[config.mk]
export PLATFORM = sky130hd
export DESIGN_NAME = lpo_regs
export DESIGN_NICKNAME = d
export VERILOG_FILES = /design/src/verilog/lpo_sync.v /design/src/verilog/lpo_shift.v /design/src/verilog/lpo_regs.v
export VERILOG_INCLUDE_DIRS = /design/src /design/src/verilog
export SDC_FILE = /design/constraint.sdc
export NUM_CORES = 1
export LEC_CHECK = 0
export BUFFER_PORTS_ARGS = -buffer_cell sky130_fd_sc_hd__buf_4
export CORE_ASPECT_RATIO = 0.6
export CORE_MARGIN = 2
export CORE_UTILIZATION = 39
export DETAILED_ROUTE_END_ITERATION = 12
export GPL_ROUTABILITY_DRIVEN = 0
export SYNTH_ARGS = -nofsm -noshare
export SYNTH_HDL_FRONTEND = slang
export SYNTH_SLANG_ARGS = --single-unit
[constraint.sdc]
create_clock -name clock -period 3.7 [get_ports clock]
set_input_delay 0.925 -clock clock [delete_from_list [all_inputs] [get_ports clock]]
set_output_delay 0.925 -clock clock [all_outputs]
set_load 0.005 [all_outputs]
[src/verilog/lpo_defs.vh]
`ifndef LPO_DEFS_VH
`define LPO_DEFS_VH
`define LPO_ADDR_BASE 7'h58
`define LPO_REG_POWER 8'h01
`define LPO_REG_OVERRIDE 8'h02
`define LPO_REG_SPARE3 8'h03
`define LPO_REG_SPARE4 8'h04
`define LPO_REG_SPARE5 8'h05
`define LPO_REG_SLAVE 8'h06
`define LPO_RST_POWER 8'h00
`define LPO_RST_OVERRIDE 8'h00
`define LPO_RST_SPARE 8'h00
`define LPO_RST_SLAVE 8'h10
`define LPO_BIT_OVERRIDE 0
`define LPO_BIT_REG_EN 3
`define LPO_READ_FILL 8'h00
`endif

[src/verilog/lpo_sync.v]
`default_nettype none
module lpo_sync
  (
  input wire clock,
  input wire sys_rst,
  input wire scl_in,
  input wire sda_in,
  output reg scl_rise,
  output reg scl_fall,
  output reg start_seen,
  output reg stop_seen,
  output reg sda_now
  );
  reg scl_q;
  reg sda_q;
  always @(posedge clock)
  begin
    if (sys_rst)
    begin
      scl_q <= 1'b1;
      sda_q <= 1'b1;
      scl_rise <= 1'b0;
      scl_fall <= 1'b0;
      start_seen <= 1'b0;
      stop_seen <= 1'b0;
      sda_now <= 1'b1;
    end
    else
    begin
      scl_q <= scl_in;
      sda_q <= sda_in;
      sda_now <= sda_in;
      scl_rise <= scl_in & ~scl_q;
      scl_fall <= ~scl_in & scl_q;
      // SDA edge while SCL high frames a message
      start_seen <= scl_in & scl_q & sda_q & ~sda_in;
      stop_seen <= scl_in & scl_q & ~sda_q & sda_in;
    end
  end
endmodule
`default_nettype wire

[src/verilog/lpo_shift.v]
`default_nettype none
module lpo_shift
  #(
  parameter WIDTH = 8
  )
  (
  input wire clock,
  input wire sys_rst,
  input wire clear,
  input wire shift_en,
  input wire bit_in,
  output reg [WIDTH-1:0] value,
  output reg [3:0] count
  );
  always @(posedge clock)
  begin
    if (sys_rst || clear)
    begin
      value <= {WIDTH{1'b0}};
      count <= 4'h0;
    end
    else if (shift_en)
    begin
      value <= {value[WIDTH-2:0], bit_in};
      count <= count + 4'h1;
    end
  end
endmodule
`default_nettype wire

[src/verilog/lpo_regs.v]
`default_nettype none
`include "lpo_defs.vh"
// Contract
// - One power-down bit per lane, eight lanes
// - Lane power resets zero; ones disable all
// - Lane bits govern only under override
// - Override set ignores pin, else pin
// - Bit three enables slave register control
// - Conditioning changes accepted only when enabled
// - Slave control register resets to 0x10
// - Write: address, register, data, each acknowledged
// - Straps select slave address, default B0
module lpo_regs
  (
  input wire clock,
  input wire sys_rst,
  input wire scl_in,
  input wire sda_in,
  output reg sda_out,
  output reg sda_oe,
  input wire [3:0] addr_strap,
  input wire power_down_pin,
  input wire [7:0] pin_lane_power,
  input wire cond_write,
  input wire [7:0] cond_data,
  output reg [7:0] lane_power,
  output reg override_active,
  output reg reg_enable,
  output reg cond_load,
  output reg [7:0] cond_value,
  output reg [7:0] lane_power_down,
  output reg [7:0] pin_override_control,
  output reg [7:0] slave_register_enable
  );
  localparam ST_IDLE = 7'h01;
  localparam ST_ADDR = 7'h02;
  localparam ST_AACK = 7'h04;
  localparam ST_RADR = 7'h08;
  localparam ST_DATA = 7'h10;
  localparam ST_DACK = 7'h20;
  localparam ST_SEND = 7'h40;
  wire scl_rise;
  wire scl_fall;
  wire start_seen;
  wire stop_seen;
  wire sda_now;
  wire [7:0] shift_value;
  wire [3:0] shift_count;
  reg [6:0] state;
  reg [6:0] next_state;
  reg [7:0] reg_ptr;
  reg [7:0] spare_three;
  reg [7:0] spare_four;
  reg [7:0] spare_five;
  reg [7:0] tx_byte;
  reg [3:0] tx_count;
  reg ptr_loaded;
  reg reading;
  reg [3:0] strap_q;
  reg [7:0] read_data;
  wire shift_clear;
  wire shift_en;
  wire [6:0] my_addr;
  wire byte_done;
  lpo_sync u_sync
    (
    .clock(clock),
    .sys_rst(sys_rst),
    .scl_in(scl_in),
    .sda_in(sda_in),
    .scl_rise(scl_rise),
    .scl_fall(scl_fall),
    .start_seen(start_seen),
    .stop_seen(stop_seen),
    .sda_now(sda_now)
    );
  assign shift_clear = start_seen | (scl_fall & (state == ST_AACK || state == ST_DACK));
  assign shift_en = scl_rise & (state == ST_ADDR || state == ST_RADR || state == ST_DATA);
  lpo_shift #(.WIDTH(8)) u_shift
    (
    .clock(clock),
    .sys_rst(sys_rst),
    .clear(shift_clear),
    .shift_en(shift_en),
    .bit_in(sda_now),
    .value(shift_value),
    .count(shift_count)
    );
  // strap address decode
  // Straps add to the base; an OR would alias strap codes onto base bits
  assign my_addr = `LPO_ADDR_BASE + {3'b000, strap_q};
  assign byte_done = (shift_count == 4'h8);
  // Straps sampled each cycle; caught after reset release
  always @(posedge clock)
  begin
    if (sys_rst)
      strap_q <= 4'h0;
    else
      strap_q <= addr_strap;
  end
  always @*
  begin
    case (reg_ptr)
      `LPO_REG_POWER: read_data = lane_power_down;
      `LPO_REG_OVERRIDE: read_data = pin_override_control;
      `LPO_REG_SPARE3: read_data = spare_three;
      `LPO_REG_SPARE4: read_data = spare_four;
      `LPO_REG_SPARE5: read_data = spare_five;
      `LPO_REG_SLAVE: read_data = slave_register_enable;
      default: read_data = `LPO_READ_FILL;
    endcase
  end
  always @*
  begin
    next_state = state;
    case (state)
      ST_IDLE: next_state = ST_IDLE;
      ST_ADDR:
        if (byte_done && scl_fall)
          next_state = (shift_value[7:1] == my_addr) ? ST_AACK : ST_IDLE;
      ST_AACK:
        if (scl_fall)
          next_state = reading ? ST_SEND : (ptr_loaded ? ST_DATA : ST_RADR);
      ST_RADR:
        if (byte_done && scl_fall)
          next_state = ST_DACK;
      ST_DATA:
        if (byte_done && scl_fall)
          next_state = ST_DACK;
      ST_DACK:
        if (scl_fall)
          next_state = ST_DATA;
      ST_SEND:
        if (scl_rise && tx_count == 4'h8)
          next_state = sda_now ? ST_IDLE : ST_SEND;
      default: next_state = ST_IDLE;
    endcase
    if (stop_seen)
      next_state = ST_IDLE;
    if (start_seen)
      next_state = ST_ADDR;
  end
  always @(posedge clock)
  begin
    if (sys_rst)
    begin
      state <= ST_IDLE;
      reg_ptr <= 8'h00;
      ptr_loaded <= 1'b0;
      reading <= 1'b0;
      tx_byte <= 8'h00;
      tx_count <= 4'h0;
      sda_out <= 1'b0;
      sda_oe <= 1'b0;
      lane_power_down <= `LPO_RST_POWER;
      pin_override_control <= `LPO_RST_OVERRIDE;
      spare_three <= `LPO_RST_SPARE;
      spare_four <= `LPO_RST_SPARE;
      spare_five <= `LPO_RST_SPARE;
      slave_register_enable <= `LPO_RST_SLAVE;
    end
    else
    begin
      state <= next_state;
      if (start_seen)
      begin
        ptr_loaded <= ptr_loaded & ~reading;
        sda_oe <= 1'b0;
      end
      if (stop_seen)
      begin
        ptr_loaded <= 1'b0;
        sda_oe <= 1'b0;
      end
      if (state == ST_ADDR && byte_done && scl_fall)
      begin
        reading <= shift_value[0];
        sda_oe <= (shift_value[7:1] == my_addr);
        if (!shift_value[0])
          ptr_loaded <= 1'b0;
      end
      if ((state == ST_RADR || state == ST_DATA) && byte_done && scl_fall)
      begin
        sda_oe <= 1'b1;
        if (state == ST_RADR)
        begin
          reg_ptr <= shift_value;
          ptr_loaded <= 1'b1;
        end
        else
        begin
          case (reg_ptr)
            `LPO_REG_POWER: lane_power_down <= shift_value;
            `LPO_REG_OVERRIDE: pin_override_control <= shift_value;
            `LPO_REG_SPARE3: spare_three <= shift_value;
            `LPO_REG_SPARE4: spare_four <= shift_value;
            `LPO_REG_SPARE5: spare_five <= shift_value;
            `LPO_REG_SLAVE: slave_register_enable <= shift_value;
            default: reg_ptr <= reg_ptr;
          endcase
          reg_ptr <= reg_ptr + 8'h01;
        end
      end
      if ((state == ST_AACK || state == ST_DACK) && scl_fall)
      begin
        sda_oe <= 1'b0;
        if (state == ST_AACK && reading)
        begin
          tx_byte <= read_data;
          tx_count <= 4'h0;
          sda_oe <= ~read_data[7];
        end
      end
      if (state == ST_SEND && scl_fall)
      begin
        if (tx_count == 4'h8)
        begin
          tx_byte <= read_data;
          tx_count <= 4'h0;
          sda_oe <= ~read_data[7];
        end
        else if (tx_count == 4'h7)
        begin
          // Release for the master's acknowledge bit
          tx_count <= 4'h8;
          sda_oe <= 1'b0;
          reg_ptr <= reg_ptr + 8'h01;
        end
        else
        begin
          tx_count <= tx_count + 4'h1;
          tx_byte <= {tx_byte[6:0], 1'b0};
          sda_oe <= ~tx_byte[6];
        end
      end
    end
  end
  // Outputs registered; pin-driven power follows the pin
  always @(posedge clock)
  begin
    if (sys_rst)
    begin
      lane_power <= 8'h00;
      override_active <= 1'b0;
      reg_enable <= 1'b0;
      cond_load <= 1'b0;
      cond_value <= 8'h00;
    end
    else
    begin
      override_active <= pin_override_control[`LPO_BIT_OVERRIDE];
      reg_enable <= slave_register_enable[`LPO_BIT_REG_EN];
      if (pin_override_control[`LPO_BIT_OVERRIDE])
        lane_power <= lane_power_down;
      else
        lane_power <= power_down_pin ? 8'hff : pin_lane_power;
      cond_load <= cond_write & slave_register_enable[`LPO_BIT_REG_EN];
      if (cond_write && slave_register_enable[`LPO_BIT_REG_EN])
        cond_value <= cond_data;
    end
  end
endmodule
`default_nettype wire

## Yosys cells after proc, flatten, opt, wreduce, memory -nomap -nowiden

Cells that the tools add are included.

- $add $sub $neg: 4
- Eq/ne operators: 26
- Mux-type cells: 45
- Bitwise operators: 20
- Reductions and logical operators: 29

Operator list:

| kind | count |
|---|---|
| $mux 8 | 12 |
| $mux 7 | 7 |
| $pmux 8 s6 | 1 |
| $pmux 7 s5 | 1 |
| $eq 8x3->1 const B | 3 |
| $mux 4 | 5 |
| $reduce_and 3->1 | 6 |
| $eq 8x2->1 const B | 2 |
| $mux 1 | 15 |
| $ne 4x1->1 const B | 3 |
| $and 1x1->1 | 11 |
| $logic_and 1x1->1 | 10 |
| $reduce_and 5->1 | 2 |
| $add 4x1->4 const B | 2 |
| $add 8x1->8 const B | 1 |
| $eq 4x4->1 const B | 2 |
| $eq 8x1->1 const B | 1 |
| $ne 4x2->1 const B | 2 |
| $not 1->1 | 8 |
| $add 7x4->7 const A | 1 |
| $eq 7x2->1 const B | 1 |
| $eq 7x3->1 const B | 1 |
| $eq 7x4->1 const B | 1 |
| $eq 7x5->1 const B | 1 |
| other kinds (16) | 25 |

- Register bits after elaboration: 119
- Logic and storage cells: 152

## Logic depth before layout (Yosys ltp)

- Word-level depth: 8
- Mapped depth: 9

## Cells and area by module

Synthesis repeated with hierarchy kept, for this count alone.

- Cells, all modules: 585
- Area total of the unflattened synthesis: 5456.5 sq um

By module, submodules not included:

| module | instances | cells each | area an instance (sq um) | sequential area each (sq um) |
|---|---|---|---|---|
| lpo_regs | 1 | 528 | 4794.6 | 2001.9 |
| lpo_shift | 1 | 43 | 464.2 | 240.2 |
| lpo_sync | 1 | 14 | 197.7 | 120.1 |

## Worst setup path after synthesis

OpenSTA, ideal clock, no wires.

- Path type: reg2reg
- From: register reg_ptr[4]
- To: register lane_power_down[7]
- Arrival time: 2.058 ns
- Required time: 3.572 ns
- Setup slack: 1.515 ns
- Cell stages (with the launch flop): 7
- Path buffers: 1
- Clock period less this slack: 2.185 ns
- Cell sequence: dfxtp_1 > buf_6 > or4_4 > nor4_4 > nand4_4 > mux2i_1 > nor2_1

- Word-level cells in the longest chain between the ends: 2

Ends and longest elaborated chain:

| item | line | text |
|---|---|---|
| start: declaration | lpo_regs.v:51 | `reg [7:0] reg_ptr;` |
| start signal: assignment | lpo_regs.v:187 | `reg_ptr <= shift_value;` |
| start signal: assignment | lpo_regs.v:199 | `default: reg_ptr <= reg_ptr;` |
| start signal: assignment | lpo_regs.v:201 | `reg_ptr <= reg_ptr + 8'h01;` |
| $eq 8x1->1 | lpo_regs.v:192 | `case (reg_ptr)` |
| $reduce_and 3->1 (no line) | - |  |
| end signal: assignment | lpo_regs.v:155 | `` lane_power_down <= `LPO_RST_POWER; `` |
| end signal: assignment | lpo_regs.v:193 | `` `LPO_REG_POWER: lane_power_down <= shift_value; `` |
| end: declaration | lpo_regs.v:31 | `output reg [7:0] lane_power_down,` |

No other way between the ends.
A chain may end at the register's enable or synchronous reset.

## Worst setup path in the final report

- From: register state[0]
- To: register reg_ptr[3]

- Word-level cells in the longest chain between the ends: 8
- Elaborated cells between the ends (all ways): 12
- Classes of those cells: 3 x eq/ne; 5 x mux; 4 x reduce/logical

Ends and longest elaborated chain:

| item | line | text |
|---|---|---|
| start: declaration | lpo_regs.v:49 | `reg [6:0] state;` |
| start signal: assignment | lpo_regs.v:164 | `state <= next_state;` |
| $eq 7x4->1 or $eq 7x5->1 (tied branches) | lpo_regs.v:182, lpo_regs.v:185 |  |
| $logic_or 1x1->1 | lpo_regs.v:182 | `if ((state == ST_RADR \|\| state == ST_DATA) && byte_done && scl_fall)` |
| $logic_and 1x1->1 (2 in a row) | lpo_regs.v:182 |  |
| $mux 8 | lpo_regs.v:182 |  |
| $mux 8 | lpo_regs.v:222 | `else if (tx_count == 4'h7)` |
| $mux 8 | lpo_regs.v:216 | `if (tx_count == 4'h8)` |
| $mux 8 (*) | lpo_regs.v:214 | `if (state == ST_SEND && scl_fall)` |
| end signal: assignment | lpo_regs.v:187 |  |
| end signal: assignment | lpo_regs.v:199 |  |
| end signal: assignment | lpo_regs.v:227 | `reg_ptr <= reg_ptr + 8'h01;` |

Every way passes the cells marked *; elsewhere a longest branch is shown, timed or not.

==> impl_metrics.ini <==
[min_path]
cell_count_of_the_worst_hold_path = 2
worstHoldStart = u_sync.scl_q
timing.hold.worst_endpoint = u_sync.scl_fall
hold_class = reg -> reg

[sta]
hold_violations = 0
fmax_ghz = 0.3965
fin_skew_ns = 0.01126
finalSetupViolations = 0
period_share_pct = 68.16
shortest_clock_period_the_worst_path_allows_after_layout_ns = 2.522
fin_tns_setup_ns = 0
report.final.slew_viol_count = 0
grt_setup_unrepaired = no
max-slew-margin-rel_pct = 33.72
tightest_slew_ns = 0.9931

[job]
max_cap_viol_count = 0

[cts]
root_buffer = sky130_fd_sc_hd__clkbuf_16
buffers_inserted_during_post_cts_setup_optimization = 0
cts-resized-gates = 0
cts_tree = yes
postCtsHoldBufs = 0
cts.path.max_buffers = 2
cts.htree.levels = 4
clk_pin_slew_ns = 0.05
clkLatencyLatePin_ns = 0.41
cts-buffers-inserted = 17
numClockSinks = 118

[power_and_ir_drop]
fin_total_pwr_w = 0.003016
seqPwrFrac_pct = 42.8
vdd.ir_drop.worst_mv = 0.2862
cell_internal_pwr_w = 0.002374
clkPwrFrac_pct = 54.7
switching_power_w = 0.0006422
p_leak_nw = 2.860
combinational_power_share_pct = 2.5
power_per_cell_area_nw_per_um2 = 449.9
p_sw_share_pct = 21.29

[global_routing]
grt_start_max_net_pins = 35
globalRouteTotalUtil_pct = 21.34
antenna_found_initial = 0
grt_overflow = 0
grt_pass1_wl_um = 24770
grt_pass1_vias = 4554

[synth]
synth-seq-cells = 118
synth_edf_count = 0
asyncSetResetFlopFracSynth_pct = 0
synth_ff_type = sky130_fd_sc_hd__dfxtp_1
synthCells = 621
yosys_warnings = 0
synth_seq_area_share_pct = 42.88
synthDistinctLibCells = 67
syn_avg_cell_area_um2 = 8.871
synth.net_count = 655
mappedNetlistArea_um2 = 5509

[placement]
place.port_buffers = 69
dp_hpwl_um = 10900

[critical_path]
wp_data_required_ns = 3.99
critPathKind = reg -> reg
crit_arrival_ns = 2.81
end_kind = register
crit-reg2reg-launch = state[0]
critical_path.startpoint_type = register
reg2reg_setup_slack_ns = 1.18
ff2ff_path_depth = 5
critical_path.max_fanout = 10
critical_path.reg2reg.endpoint = reg_ptr[3]

[drt]
aggregate_routed_wire_length_um = 15550
drc = 0
detailedRoute.firstPassIterationCount = 6
via_density_per_instance = 5.672
wl_per_cell_um = 17.81
vias = 4952
dr.first_iter.drc_count = 698
route.antenna.remaining_nets = 0

[die]
die_height_um = 96.06
die_width_um = 157.4
core_box_area_um2 = 13710
floorplan.rows = 33
die_area_um2 = 15120
initial_utilization_pct = 40.19
ios = 71

[final_layout]
final_layout_size_suffix_gt1_share_pct = 18.06
syn2layout_area_growth_pct = 21.69
nFillCells = 1310
final_nets = 704
n_antenna_cell = 0

[run_status]
outcome = finished clean
==> cell usage after synthesis, drive strengths merged (9+ instances only) <==
| master | number | area share [%] |
|---|---|---|
| nand2 | 45 | 3.1 |
| a21oi | 38 | 3.5 |
| buf | 11 | 1.1 |
| nor2b | 9 | 1.0 |
| nand3 | 36 | 3.3 |
| dfxtp | 118 | 43 |
| clkbuf | 32 | 2.2 |
| o21ai | 13 | 1.2 |
| nor2 | 92 | 6.3 |
| inv | 17 | 1.2 |
| nand4 | 14 | 3.2 |
| a222oi | 12 | 2.2 |
| mux2i | 50 | 9.1 |
| o22ai | 11 | 1.2 |
==> registers in the layout, summed over array words and instances, names as in the netlist, 4 cells and up <==
| signal | count |
|---|---|
| u_shift.value | 8 |
| reg_ptr | 8 |
| spare_four | 8 |
| lane_power_down | 8 |
| u_shift.count | 4 |
| strap_q | 4 |
| tx_byte | 7 |
| spare_five | 8 |
| spare_three | 8 |
| state | 7 |
| lane_power | 8 |
| slave_register_enable | 8 |
| pin_override_control | 8 |
| tx_count | 4 |
| cond_value | 8 |
==> cells in the final DEF (no fill, tap or decap), drive strengths merged, types with 6 or more instances in the layout <==
| cell | synthesis | final |
|---|---|---|
| dfxtp | 118 | 118 |
| nor2 | 92 | 92 |
| buf | 11 | 73 |
| mux2i | 50 | 50 |
| nand2 | 45 | 45 |
| a21oi | 38 | 38 |
| nand3 | 36 | 36 |
| clkbuf | 32 | 19 |
| inv | 17 | 18 |
| nand4 | 14 | 14 |
| o21ai | 13 | 13 |
| a222oi | 12 | 12 |
| o22ai | 11 | 11 |
| nor2b | 9 | 9 |
| a31oi | 8 | 8 |
| ha | 8 | 8 |
| xnor2 | 6 | 6 |
| nor3 | 6 | 6 |
| clkinv | 1 | 6 |
| nor4 | 6 | 6 |
==> worst max-delay path, cell delays in order, from the launching register on <==
cell and delay, ns:
sky130_fd_sc_hd__dfxtp_1 0.38, sky130_fd_sc_hd__or4_1 0.65, sky130_fd_sc_hd__nor4_2 0.58, sky130_fd_sc_hd__buf_4 0.28, sky130_fd_sc_hd__o22ai_1 0.11, sky130_fd_sc_hd__a2111oi_0 0.40
==> cells by family after synthesis <==
kind of cell	Yosys count	synth area share, %
xor+xnor	9	1.431
compound gates	124	15.58
buf+inv	61	4.497
fa+ha+maj	8	1.817
other cells	1	0.06807
mux	52	9.493
flops	118	42.88
simple gates	248	24.23
==> per-stage QoR <==
step / cells / utilization, % / area (µm²) / worst slack, ns / hold slack (ns)
after floorplan: 621 / - / 5509 / 1.515 / 0.4214
after global placement: 843 / 44.62 / 6117 / 1.309 / 0.4321
final: 873 / 48.90 / 6704 / 1.178 / 0.4453
after CTS: 873 / 48.90 / 6704 / 1.246 / 0.4434
after detailed placement: 843 / 44.62 / 6117 / 1.251 / 0.4378
after global routing: 873 / 48.90 / 6704 / 1.053 / 0.4821
==> final cells by class <==
class / count / area, µm² / share of cell area, %
sequential: 118 / 2362 / 35.24
multi-input combinational: 442 / 2899 / 43.24
clock inverter: 11 / 153.9 / 2.296
clock buffer: 19 / 432.9 / 6.458
inverter: 18 / 67.56 / 1.008
tap: 192 / 240.2 / 3.583
timing repair buffer: 73 / 548.0 / 8.175
==> routing by layer <==
metal / routed length, µm / share of wire (%) / vias up / track usage, %
met1: 7441 / 48 / 2362 / 30.54
met3: 1416 / 9.1 / 21 / 6.033
met5: 0 / 0 / - / 0
li1: - / - / 2341 / -
met2: 6524 / 42 / 228 / 31.11
met4: 167 / 1.1 / 0 / 6.288
==> how the worst max path moves through the flow <==
stage | cells after the start | endpoint | start
after floorplan | 6 | lane_power_down[7] | reg_ptr[4]
after global placement | 5 | reg_ptr[3] | state[0]
after detailed placement | 5 | reg_ptr[3] | state[0]
after CTS | 5 | reg_ptr[3] | state[0]
after global routing | 5 | reg_ptr[3] | state[0]
final | 5 | reg_ptr[3] | state[0]
==> power groups by stage <==
stage	combinational [W]	sequential [W]	clock, W
2_1_floorplan	0.0000392	0.00132	0
4_1_cts	0.0000777	0.00129	0.00168
3_3_place_gp	0.0000756	0.00132	0
6_report	0.0000769	0.00129	0.00165
5_1_grt	0.0000851	0.00129	0.00174
3_5_place_dp	0.0000774	0.00132	0
Power figures use the tool's default switching activity.
